`config.mk`:
```
export PLATFORM = sky130hd
export DESIGN_NAME = iod_io_space
export DESIGN_NICKNAME = d
export VERILOG_FILES = /design/src/iod_pkg.sv /design/src/iod_ext_mem.sv /design/src/iod_io_space.sv
export SDC_FILE = /design/constraint.sdc
export NUM_CORES = 2
export LEC_CHECK = 0
export BUFFER_PORTS_ARGS = -buffer_cell sky130_fd_sc_hd__clkbuf_2
export CAP_MARGIN = 10
export CORE_MARGIN = 2
export CORE_UTILIZATION = 56
export CTS_CLUSTER_DIAMETER = 50
export DETAILED_ROUTE_END_ITERATION = 12
export PLACE_DENSITY = 0.76
export SETUP_SLACK_MARGIN = 0.2
export SLEW_MARGIN = 20
export SYNTH_ARGS = -nofsm -noshare
export SYNTH_HDL_FRONTEND = slang
export SYNTH_SLANG_ARGS = --single-unit
export TNS_END_PERCENT = 10
```
`constraint.sdc`:
```
create_clock -name clk -period 5.4 [get_ports clk]
set_clock_uncertainty 0.15 [all_clocks]
set_input_delay 0.54 -clock clk [delete_from_list [all_inputs] [get_ports clk]]
set_output_delay 0.54 -clock clk [all_outputs]
set_load 0.01 [all_outputs]
```
`src/iod_pkg.sv`:
```
/*
 * Shared definitions for the I/O register space decoder: address map, field
 * masks, reset values, command codes and the carrier structs.
 * Assumes a single 10 MHz clock and a synchronous active-high reset.
 */
`default_nettype none

package iod_pkg;

    // ==========================================================================
    // Address map (I/O addresses; data-space address is I/O address plus 0x20)
    // ==========================================================================
    localparam logic [5:0] IO_PIN_B       = 6'h03;
    localparam logic [5:0] IO_DDR_B       = 6'h04;
    localparam logic [5:0] IO_OUT_B       = 6'h05;
    localparam logic [5:0] IO_PIN_C       = 6'h06;
    localparam logic [5:0] IO_DDR_C       = 6'h07;
    localparam logic [5:0] IO_OUT_C       = 6'h08;
    localparam logic [5:0] IO_PIN_D       = 6'h09;
    localparam logic [5:0] IO_DDR_D       = 6'h0a;
    localparam logic [5:0] IO_OUT_D       = 6'h0b;
    localparam logic [5:0] IO_PIN_A       = 6'h0c;
    localparam logic [5:0] IO_DDR_A       = 6'h0d;
    localparam logic [5:0] IO_OUT_A       = 6'h0e;
    localparam logic [5:0] IO_PORT_CR     = 6'h12;
    localparam logic [5:0] IO_T0_FLAGS    = 6'h15;
    localparam logic [5:0] IO_T1_FLAGS    = 6'h16;
    localparam logic [5:0] IO_SCRATCH0    = 6'h1e;
    localparam logic [5:0] IO_NVM_CTRL    = 6'h1f;
    localparam logic [5:0] IO_NVM_DATA    = 6'h20;
    localparam logic [5:0] IO_NVM_ADDR    = 6'h21;
    localparam logic [5:0] IO_GEN_TIMER   = 6'h23;
    localparam logic [5:0] IO_T0_CTRL     = 6'h25;
    localparam logic [5:0] IO_T0_COUNT    = 6'h26;
    localparam logic [5:0] IO_T0_CMP_A    = 6'h27;
    localparam logic [5:0] IO_T0_CMP_B    = 6'h28;
    localparam logic [5:0] IO_SCRATCH1    = 6'h2a;

    localparam logic [7:0] BIT_ADDR_LAST  = 8'h1f;
    localparam logic [7:0] IO_ADDR_LAST   = 8'h3f;
    localparam logic [7:0] DATA_IO_OFFSET = 8'h20;
    localparam logic [7:0] DATA_IO_LAST   = 8'h5f;
    localparam logic [7:0] EXT_FIRST      = 8'h60;
    localparam logic [7:0] EXT_LAST       = 8'hff;
    localparam int         EXT_DEPTH      = 160;

    // ==========================================================================
    // Implemented bit masks and reset value
    // ==========================================================================
    localparam logic [7:0] MASK_FULL      = 8'hff;
    localparam logic [7:0] MASK_PORT_A    = 8'h0f;
    localparam logic [7:0] MASK_T0_FLAGS  = 8'h07;
    localparam logic [7:0] MASK_T1_FLAGS  = 8'h27;
    localparam logic [7:0] MASK_NVM_CTRL  = 8'h3f;
    localparam logic [7:0] MASK_GEN_TIMER = 8'h81;
    localparam logic [7:0] MASK_T0_CTRL   = 8'h0f;
    localparam logic [7:0] RESET_VALUE    = 8'h00;

    // ==========================================================================
    // Commands and carriers
    // ==========================================================================
    typedef enum logic [3:0] {
        CMD_NONE,
        CMD_IO_READ,
        CMD_IO_WRITE,
        CMD_MEMORY_FETCH,
        CMD_MEMORY_PUT,
        CMD_BIT_SET,
        CMD_BIT_CLEAR,
        CMD_SKIP_HIGH,
        CMD_SKIP_LOW
    } iod_cmd_t;

    typedef struct packed {
        iod_cmd_t   cmd;
        logic [7:0] addr;
        logic [2:0] bitSel;
        logic [7:0] wdata;
    } iod_req_t;

    typedef struct packed {
        logic       valid;
        logic [7:0] data;
        logic       skip;
        logic       error;
    } iod_resp_t;

    typedef struct packed {
        logic [7:0] port_a_pin_input;
        logic [7:0] port_b_pin_input;
        logic [7:0] port_c_pin_input;
        logic [7:0] port_d_pin_input;
    } iod_pins_t;

    typedef struct packed {
        logic [7:0] port_b_direction;
        logic [7:0] outB;
        logic [7:0] port_c_direction;
        logic [7:0] outC;
        logic [7:0] port_d_direction;
        logic [7:0] outD;
        logic [7:0] port_a_direction;
        logic [7:0] outA;
        logic [7:0] port_drive_pullup_control;
        logic [7:0] t0Flags;
        logic [7:0] t1Flags;
        logic [7:0] scratch0;
        logic [7:0] nvmCtrl;
        logic [7:0] nvmData;
        logic [7:0] nvmAddr;
        logic [7:0] genTimer;
        logic [7:0] t0Ctrl;
        logic [7:0] t0Count;
        logic [7:0] t0CmpA;
        logic [7:0] t0CmpB;
        logic [7:0] scratch1;
    } iod_ctl_t;

endpackage : iod_pkg

`default_nettype wire

```
`src/iod_ext_mem.sv`:
```
/*
 * Extended I/O register storage, one byte per location, single port.
 * Assumes the caller presents an index below the depth; read data is registered.
 */
`timescale 1ns/1ps
`default_nettype none

module iod_ext_mem (
    input  wire logic       clk,
    input  wire logic       reset,
    input  wire logic       en,
    input  wire logic       we,
    input  wire logic [7:0] index,
    input  wire logic [7:0] wdata,
    output logic      [7:0] rdata
);
    import iod_pkg::*;

    typedef struct packed {
        logic [EXT_DEPTH-1:0][7:0] mem;
        logic [7:0]                rd;
    } iod_mem_state_t;

    iod_mem_state_t st;
    iod_mem_state_t next_st;

    always_comb begin
        next_st = st;
        if (en) begin
            if (we) begin
                next_st.mem[index] = wdata;
            end
            next_st.rd = st.mem[index];
        end
    end

    always_ff @(posedge clk) begin
        if (reset) begin
            st <= '0;
        end else begin
            st <= next_st;
        end
    end

    assign rdata = st.rd;

endmodule : iod_ext_mem

`default_nettype wire

```
`src/iod_io_space.sv`:
```
/*
 * Lower I/O register space: decodes I/O, data-space and single-bit operations
 * from the core, holds the peripheral registers and the extended space.
 * Assumes requests and pin inputs synchronous to clk; one request per cycle.
 */
`timescale 1ns/1ps
`default_nettype none

// Operation
// - Bit set and clear work only on I/O addresses 0x00 to 0x1F.
// - Skip-if-bit-high and skip-if-bit-low test any bit in that range.
// - Flag bits clear when written one; writing zero leaves them.
// - Bit set or clear touches only the addressed bit.
// - I/O read and write cover I/O addresses 0x00 to 0x3F.
// - Data-space access reaches the same registers at address plus 0x20.
// - Extended registers 0x60 to 0xFF only through data-space access.
module iod_io_space (
    input  wire logic             clk,
    input  wire logic             reset,
    input  wire iod_pkg::iod_req_t  req,
    input  wire iod_pkg::iod_pins_t pins,
    input  wire logic [7:0]       t0FlagSet,
    input  wire logic [7:0]       t1FlagSet,
    output iod_pkg::iod_resp_t    resp,
    output iod_pkg::iod_ctl_t     ctl
);
    import iod_pkg::*;

    // ==========================================================================
    // State
    // ==========================================================================
    // Stage one (p1) holds the answer of the request taken at the last edge, and the
    // answer register drives the port one edge later, so every answer comes two edges on.
    typedef struct packed {
        iod_ctl_t   ctl;
        logic       p1Valid;
        logic       p1Ext;
        logic [7:0] p1Data;
        logic       p1Skip;
        logic       p1Error;
        iod_resp_t  resp;
    } iod_state_t;

    iod_state_t st;
    iod_state_t next_st;

    // ==========================================================================
    // Implemented bits
    // ==========================================================================
    // Implemented bits of each location; reserved locations and positions stay zero.
    function automatic logic [7:0] implMask(input logic [5:0] a);
        logic [7:0] m;
        m = RESET_VALUE;
        case (a)
            IO_PIN_B:     m = MASK_FULL;
            IO_DDR_B:     m = MASK_FULL;
            IO_OUT_B:     m = MASK_FULL;
            IO_PIN_C:     m = MASK_FULL;
            IO_DDR_C:     m = MASK_FULL;
            IO_OUT_C:     m = MASK_FULL;
            IO_PIN_D:     m = MASK_FULL;
            IO_DDR_D:     m = MASK_FULL;
            IO_OUT_D:     m = MASK_FULL;
            IO_PIN_A:     m = MASK_PORT_A;
            IO_DDR_A:     m = MASK_PORT_A;
            IO_OUT_A:     m = MASK_PORT_A;
            IO_PORT_CR:   m = MASK_FULL;
            IO_T0_FLAGS:  m = MASK_T0_FLAGS;
            IO_T1_FLAGS:  m = MASK_T1_FLAGS;
            IO_SCRATCH0:  m = MASK_FULL;
            IO_NVM_CTRL:  m = MASK_NVM_CTRL;
            IO_NVM_DATA:  m = MASK_FULL;
            IO_NVM_ADDR:  m = MASK_FULL;
            IO_GEN_TIMER: m = MASK_GEN_TIMER;
            IO_T0_CTRL:   m = MASK_T0_CTRL;
            IO_T0_COUNT:  m = MASK_FULL;
            IO_T0_CMP_A:  m = MASK_FULL;
            IO_T0_CMP_B:  m = MASK_FULL;
            IO_SCRATCH1:  m = MASK_FULL;
            default:      m = RESET_VALUE;
        endcase
        return m;
    endfunction : implMask

    // ==========================================================================
    // Decode helpers
    // ==========================================================================
    // Pin registers read the live pin levels and ignore writes.
    function automatic logic [7:0] ioRead(input iod_ctl_t c, input iod_pins_t p, input logic [5:0] a);
        logic [7:0] v;
        v = RESET_VALUE;
        case (a)
            IO_PIN_B:     v = p.port_b_pin_input;
            IO_DDR_B:     v = c.port_b_direction;
            IO_OUT_B:     v = c.outB;
            IO_PIN_C:     v = p.port_c_pin_input;
            IO_DDR_C:     v = c.port_c_direction;
            IO_OUT_C:     v = c.outC;
            IO_PIN_D:     v = p.port_d_pin_input;
            IO_DDR_D:     v = c.port_d_direction;
            IO_OUT_D:     v = c.outD;
            IO_PIN_A:     v = p.port_a_pin_input & MASK_PORT_A;
            IO_DDR_A:     v = c.port_a_direction;
            IO_OUT_A:     v = c.outA;
            IO_PORT_CR:   v = c.port_drive_pullup_control;
            IO_T0_FLAGS:  v = c.t0Flags;
            IO_T1_FLAGS:  v = c.t1Flags;
            IO_SCRATCH0:  v = c.scratch0;
            IO_NVM_CTRL:  v = c.nvmCtrl;
            IO_NVM_DATA:  v = c.nvmData;
            IO_NVM_ADDR:  v = c.nvmAddr;
            IO_GEN_TIMER: v = c.genTimer;
            IO_T0_CTRL:   v = c.t0Ctrl;
            IO_T0_COUNT:  v = c.t0Count;
            IO_T0_CMP_A:  v = c.t0CmpA;
            IO_T0_CMP_B:  v = c.t0CmpB;
            IO_SCRATCH1:  v = c.scratch1;
            default:      v = RESET_VALUE;
        endcase
        return v & implMask(a);
    endfunction : ioRead

    function automatic logic isFlagReg(input logic [5:0] a);
        return (a == IO_T0_FLAGS) || (a == IO_T1_FLAGS);
    endfunction : isFlagReg

    // Bit test shared by both skip operations.
    function automatic logic bitTest(input logic [7:0] v, input logic [2:0] sel, input logic wantHigh);
        return wantHigh ? v[sel] : !v[sel];
    endfunction : bitTest

    function automatic iod_ctl_t ioWrite(input iod_ctl_t c, input logic [5:0] a, input logic [7:0] d);
        iod_ctl_t n;
        n = c;
        case (a)
            IO_DDR_B:     n.port_b_direction     = d;
            IO_OUT_B:     n.outB     = d;
            IO_DDR_C:     n.port_c_direction     = d;
            IO_OUT_C:     n.outC     = d;
            IO_DDR_D:     n.port_d_direction     = d;
            IO_OUT_D:     n.outD     = d;
            IO_DDR_A:     n.port_a_direction     = d & MASK_PORT_A;
            IO_OUT_A:     n.outA     = d & MASK_PORT_A;
            IO_PORT_CR:   n.port_drive_pullup_control   = d;
            IO_T0_FLAGS:  n.t0Flags  = c.t0Flags & ~(d & MASK_T0_FLAGS);
            IO_T1_FLAGS:  n.t1Flags  = c.t1Flags & ~(d & MASK_T1_FLAGS);
            IO_SCRATCH0:  n.scratch0 = d;
            IO_NVM_CTRL:  n.nvmCtrl  = d & MASK_NVM_CTRL;
            IO_NVM_DATA:  n.nvmData  = d;
            IO_NVM_ADDR:  n.nvmAddr  = d;
            IO_GEN_TIMER: n.genTimer = d & MASK_GEN_TIMER;
            IO_T0_CTRL:   n.t0Ctrl   = d & MASK_T0_CTRL;
            IO_T0_COUNT:  n.t0Count  = d;
            IO_T0_CMP_A:  n.t0CmpA   = d;
            IO_T0_CMP_B:  n.t0CmpB   = d;
            IO_SCRATCH1:  n.scratch1 = d;
            default:      n = c;
        endcase
        return n;
    endfunction : ioWrite

    // ==========================================================================
    // Request decode
    // ==========================================================================
    logic       ioHit;
    logic [5:0] ioAddr;
    logic       extHit;
    logic       reqError;
    logic       isRead;
    logic       isWrite;
    logic       isBitOp;
    logic [7:0] extIndex;
    logic [7:0] extRdata;

    always_comb begin
        ioHit    = 1'b0;
        ioAddr   = req.addr[5:0];
        extHit   = 1'b0;
        reqError = 1'b0;
        isRead   = 1'b0;
        isWrite  = 1'b0;
        isBitOp  = 1'b0;
        extIndex = 8'(req.addr - EXT_FIRST);
        case (req.cmd)
            // The dedicated I/O operations reach only the 64-location window; the
            // extended space answers to data-space access alone.
            CMD_IO_READ, CMD_IO_WRITE: begin
                ioHit    = (req.addr <= IO_ADDR_LAST);
                reqError = !ioHit;
                isRead   = (req.cmd == CMD_IO_READ);
                isWrite  = (req.cmd == CMD_IO_WRITE);
            end
            // Data-space addresses below the I/O window belong to the core's working
            // registers, which live outside this block, so they are refused.
            CMD_MEMORY_FETCH, CMD_MEMORY_PUT: begin
                isRead  = (req.cmd == CMD_MEMORY_FETCH);
                isWrite = (req.cmd == CMD_MEMORY_PUT);
                if (req.addr >= EXT_FIRST && req.addr <= EXT_LAST) begin
                    extHit = 1'b1;
                end else if (req.addr >= DATA_IO_OFFSET && req.addr <= DATA_IO_LAST) begin
                    ioHit  = 1'b1;
                    ioAddr = 6'(req.addr - DATA_IO_OFFSET);
                end else begin
                    reqError = 1'b1;
                end
            end
            // Bit operations and skips are limited to the bit-addressable bottom half.
            CMD_BIT_SET, CMD_BIT_CLEAR, CMD_SKIP_HIGH, CMD_SKIP_LOW: begin
                ioHit    = (req.addr <= BIT_ADDR_LAST);
                reqError = !ioHit;
                isBitOp  = 1'b1;
            end
            default: begin
                ioHit = 1'b0;
            end
        endcase
    end

    // ==========================================================================
    // Extended space storage
    // ==========================================================================
    // The extended space registers its read data, so its answer lines up with
    // stage one of the register pipeline without an extra flop here.
    iod_ext_mem u_ext_mem (
        .clk   (clk),
        .reset (reset),
        .en    (extHit),
        .we    (extHit && isWrite),
        .index (extIndex),
        .wdata (req.wdata),
        .rdata (extRdata)
    );

    // ==========================================================================
    // Register update and answer pipeline
    // ==========================================================================
    logic [7:0] curValue;
    logic [7:0] bitMask;
    logic [7:0] bitData;

    always_comb begin
        next_st  = st;
        curValue = ioRead(st.ctl, pins, ioAddr);
        bitMask  = 8'h01 << req.bitSel;
        bitData  = curValue;

        // Stored writes pass through the implemented-bit mask, so reserved
        // positions stay zero whatever the core sends.
        if (ioHit && isWrite) begin
            next_st.ctl = ioWrite(st.ctl, ioAddr, req.wdata & implMask(ioAddr));
        end

        // On a flag register only the addressed bit is written; a read-modify-write
        // there would write back ones and clear other pending flags.
        if (ioHit && (req.cmd == CMD_BIT_SET || req.cmd == CMD_BIT_CLEAR)) begin
            if (isFlagReg(ioAddr)) begin
                bitData = (req.cmd == CMD_BIT_SET) ? bitMask : RESET_VALUE;
            end else if (req.cmd == CMD_BIT_SET) begin
                bitData = curValue | bitMask;
            end else begin
                bitData = curValue & ~bitMask;
            end
            next_st.ctl = ioWrite(st.ctl, ioAddr, bitData);
        end

        // A flag event in the cycle of its clear still sets the flag.
        next_st.ctl.t0Flags = next_st.ctl.t0Flags | (t0FlagSet & MASK_T0_FLAGS);
        next_st.ctl.t1Flags = next_st.ctl.t1Flags | (t1FlagSet & MASK_T1_FLAGS);

        next_st.p1Valid = (req.cmd != CMD_NONE);
        next_st.p1Ext   = extHit && isRead;
        // Writes answer with zero data; reads and bit operations return the value
        // seen at the taking edge.
        next_st.p1Data  = (ioHit && (isRead || isBitOp)) ? curValue : RESET_VALUE;
        next_st.p1Error = reqError;
        next_st.p1Skip  = 1'b0;
        if (ioHit && req.cmd == CMD_SKIP_HIGH) begin
            next_st.p1Skip = bitTest(curValue, req.bitSel, 1'b1);
        end else if (ioHit && req.cmd == CMD_SKIP_LOW) begin
            next_st.p1Skip = bitTest(curValue, req.bitSel, 1'b0);
        end

        next_st.resp.valid = st.p1Valid;
        next_st.resp.data  = st.p1Ext ? extRdata : st.p1Data;
        next_st.resp.skip  = st.p1Skip;
        next_st.resp.error = st.p1Error;
    end

    always_ff @(posedge clk) begin
        if (reset) begin
            st <= '0;
        end else begin
            st <= next_st;
        end
    end

    assign resp = st.resp;
    assign ctl  = st.ctl;

endmodule : iod_io_space

`default_nettype wire

```
==> flow_summary.yaml <==
cells_and_area:
  register_area_sq_um: 29000
  multi_input_area_sq_um: 32400
  drive_gt1_frac: 0.140
  area_growth_pct: 9.07
  num-fill-cells: 9506
  final_cell_area_sq_um: 70900
  mostFrequentLayoutCell: "nand2_1"
  nets: 7461
  layout_common_cells: "2415 x nand2_1, 1450 x dfxtp_1, 1320 x a21oi_1, 435 x nand3_1, 414 x mux4_2"
  stdcell_count: 9021
detailed_routing:
  detail_route.wirelength_um: 209000
  route.vias.total: 57385
  ant_nets: 0
  drtIter0Drc: 8247
  post-route-drc-count: 0
  dr.pass1.iters: 8
  routedWlPerCell_um: 23.1
  via_per_inst: 6.36
place:
  place_area_sq_um: 65500
  port_buffers: 209
  place_inst: 8725
  globalplace.congestion: 0.945
  dpl_worst_slack_ns: 0.807
  dp_hpwl_um: 128000
global_routing:
  grt_pass1_vias: 53588
  grt_max_degree: 245
  grt_pass1_wl_um: 314000
  track_usage: 0.340
  antenna_found_initial: 13
  grt-ovfl-total: 0
setup_path:
  crit-reg2reg-capture: "ctl[24]"
  crit_top_cell: "nor2_1"
  startpoint_type: "input pin"
  crit_type: "input pin to flip-flop"
  slowest_stage: "nand3_1"
  regToRegStartpoint: "ctl[136]"
  startpoint: "req[21]"
  crit_chain: "dlygate4sd3_1, clkbuf_2, nor2b_1, a22oi_2, a21o_1, nor2_1, nand3_1, buf_4, nor2_1, nand2_1, a21oi_1"
  critical_path.max_stage_delay_ns: 0.76
  cp-end-kind: "flip-flop"
  cp_data_arrival_time_ns: 4.66
  cp-endpoint: "u_ext_mem.st[1064]"
  rr_worst_depth: 9
  worst-endpoint-required_ns: 5.92
  worstPathMaxFanout: 14
  reg2reg_slack_ns: 2.00
logic_synthesis:
  ys_seq_area_frac: 0.447
  ys_warn_count: 0
  synth-xor-area-share: 0.000404
  ys_seq_elements: 1450
  synthFlopType: "dfxtp_1"
  synth_top_family_by_area: "simple AND/OR/NAND/NOR gates"
  syn_avg_cell_area_sq_um: 8.49
  synthArstFlopShare: 0
  synth_mux_area_frac: 0.148
  syn_area_sq_um: 65000
  synth_fa_ha_area_frac: 0.00173
  synth_compound_area_frac: 0.140
  synth_edf_count: 0
  yosys.cell_types.count: 82
  netlist_instances: 7656
  synthSimpleGateAreaFrac: 0.205
run_status:
  status: "complete, no violations"
worst_hold_path:
  holdPathStages: 3
  min_path_type: "input pin to flip-flop"
floorplan:
  die_area_sq_um: 119000
  ios: 252
  coreArea_sq_um: 115000
  die_h_um: 345
  initial_core_util: 0.567
  num_rows: 124
  fp.dieW_um: 345
job:
  drv_cap: 0
timing:
  rsz0062_at_grt: "false"
  worst-slew-pin-transition_ns: 1.40
  min_period_ns: 4.13
  layout_worst_path_cycle_share: 0.765
  setup_viol: 0
  drv_slew: 0
  maxSlewHeadroom: 0.0684
  setup_tns_ns: 0
  finalWorstSetupSlack_ns: 1.27
  final_hold_viol_count: 0
  max_freq_mhz: 242
power:
  internal-power_w: 0.0173
  combPwrFrac: 0.049
  pwr-share-clk: 0.480
  p_sw_frac: 0.239
  switchingPower_w: 0.00543
  p_per_area_nw_per_um2: 321
  power_frac_seq: 0.471
  p_leak_nw: 22.3
  irDropWorstVdd_v: 0.000399
  total_power_w: 0.0227
clock_tree:
  root_buffer: "clkbuf_16"
  cts_tree: "yes"
  clk_pin_slew_ns: 0.06
  h-tree-depth: 4
  clock_sink_count: 1450
  worst_skew_pair.late_latency_ns: 0.78
  cts_inserted_buffers: 156
  clockBufferDepth: 3
## state kept, by name, indices dropped and copies added (netlist names)
signal / count
u_ext_mem.st: 1280
next_st: 3
resp: 11
st: 9
ctl: 139
u_ext_mem.rdata: 8
## synth_stat cells, types with 4 or more instances
library cell,instances,area share
nand2_1,2415,0.14
dfxtp_1,1450,0.45
a21oi_1,1321,0.10
clkbuf_1,481,0.028
nand3_1,435,0.034
mux4_2,414,0.14
nor2_1,320,0.018
buf_4,181,0.021
a211oi_1,136,0.016
buf_2,72,0.0055
buf_1,56,0.0032
a22oi_1,39,0.0045
o21ai_0,39,0.0030
mux2i_1,27,0.0042
nor3_1,26,0.0020
nor2b_1,21,0.0020
and3_1,18,0.0017
inv_1,13,0.00075
a31oi_1,12,0.0012
a222oi_1,10,0.0015
nor2_2,10,0.00096
ha_1,9,0.0017
nand2b_1,9,0.00087
o22ai_1,9,0.00087
a311oi_1,7,0.00094
a32oi_1,7,0.00094
o32ai_1,6,0.00081
a21o_1,5,0.00058
a22o_1,5,0.00067
nand3b_1,5,0.00058
or2_2,5,0.00048
a211o_1,4,0.00054
and2_1,4,0.00039
and3b_1,4,0.00054
nand4_1,4,0.00039
o31a_1,4,0.00054
## what timing repair did
| action | in CTS | in global routing |
|---|---|---|
| hold buffers | 8 | 0 |
| setup buffers | 0 | 0 |
| hold endpoints to repair | 8 | 0 |
| gates resized for setup | 0 | 0 |
## cell type report
| type | instances | area share |
|---|---|---|
| multi-input cells | 5428 | 0.457 |
| flip-flops and latches | 1450 | 0.410 |
| clock buffers | 222 | 0.0640 |
| repair buffers | 328 | 0.0319 |
| well taps | 1512 | 0.0267 |
| clock inverters | 61 | 0.0101 |
| inverters | 15 | 0.000865 |
| diodes | 5 | 0.000177 |
## power groups by stage
stage	logic, W	clock network [W]	registers [W]
4_1_cts	0.00108	0.0109	0.0107
6_report	0.00111	0.0109	0.0107
5_1_grt	0.00115	0.0114	0.0107
3_3_place_gp	0.00106	0	0.0110
2_1_floorplan	0.000782	0	0.0109
3_5_place_dp	0.00107	0	0.0110
## cell families (layout without fill, tap and decap cells)
logic type / Yosys count / count (layout)
XOR/XNOR: 3 / 3
AND/OR/NAND/NOR: 3296 / 3296
multiplexers: 444 / 444
buffers and inverters: 806 / 626
other: 1 / 34
AO/OA/AOI/OAI: 1647 / 1647
flip-flops: 1450 / 1450
adder cells (fa/ha/maj): 9 / 9
## routing by layer
layer | share of wire | global-route usage
met2 | 0.45 | 0.526
met1 | 0.37 | 0.448
met3 | 0.11 | 0.0704
met4 | 0.057 | 0.189
met5 | 0.00052 | 0
## worst min path at each step
stage | start | end
final | req[20] | next_st[10]
after global routing | req[3] | u_ext_mem.st[427]
after CTS | req[20] | next_st[1]
after detailed placement | next_st[1] | resp[1]
after global placement | next_st[0] | resp[0]
after floorplan | next_st[0] | resp[0]
## through the flow
stage	util	hold WS [ns]
floorplan	-	0.264
global placement	0.571	0.274
detailed placement	0.571	0.283
CTS	0.618	0.0147
global route	0.618	0.0811
finish	0.618	0.0505
## worst max-delay path: cells and delay by family
family / cells / cell delay (ns)
AND/OR/NAND/NOR: 5 / 2.06
buffers and inverters: 3 / 1.26
AO/OA/AOI/OAI: 3 / 0.78
Power figures use the tool's default switching activity.
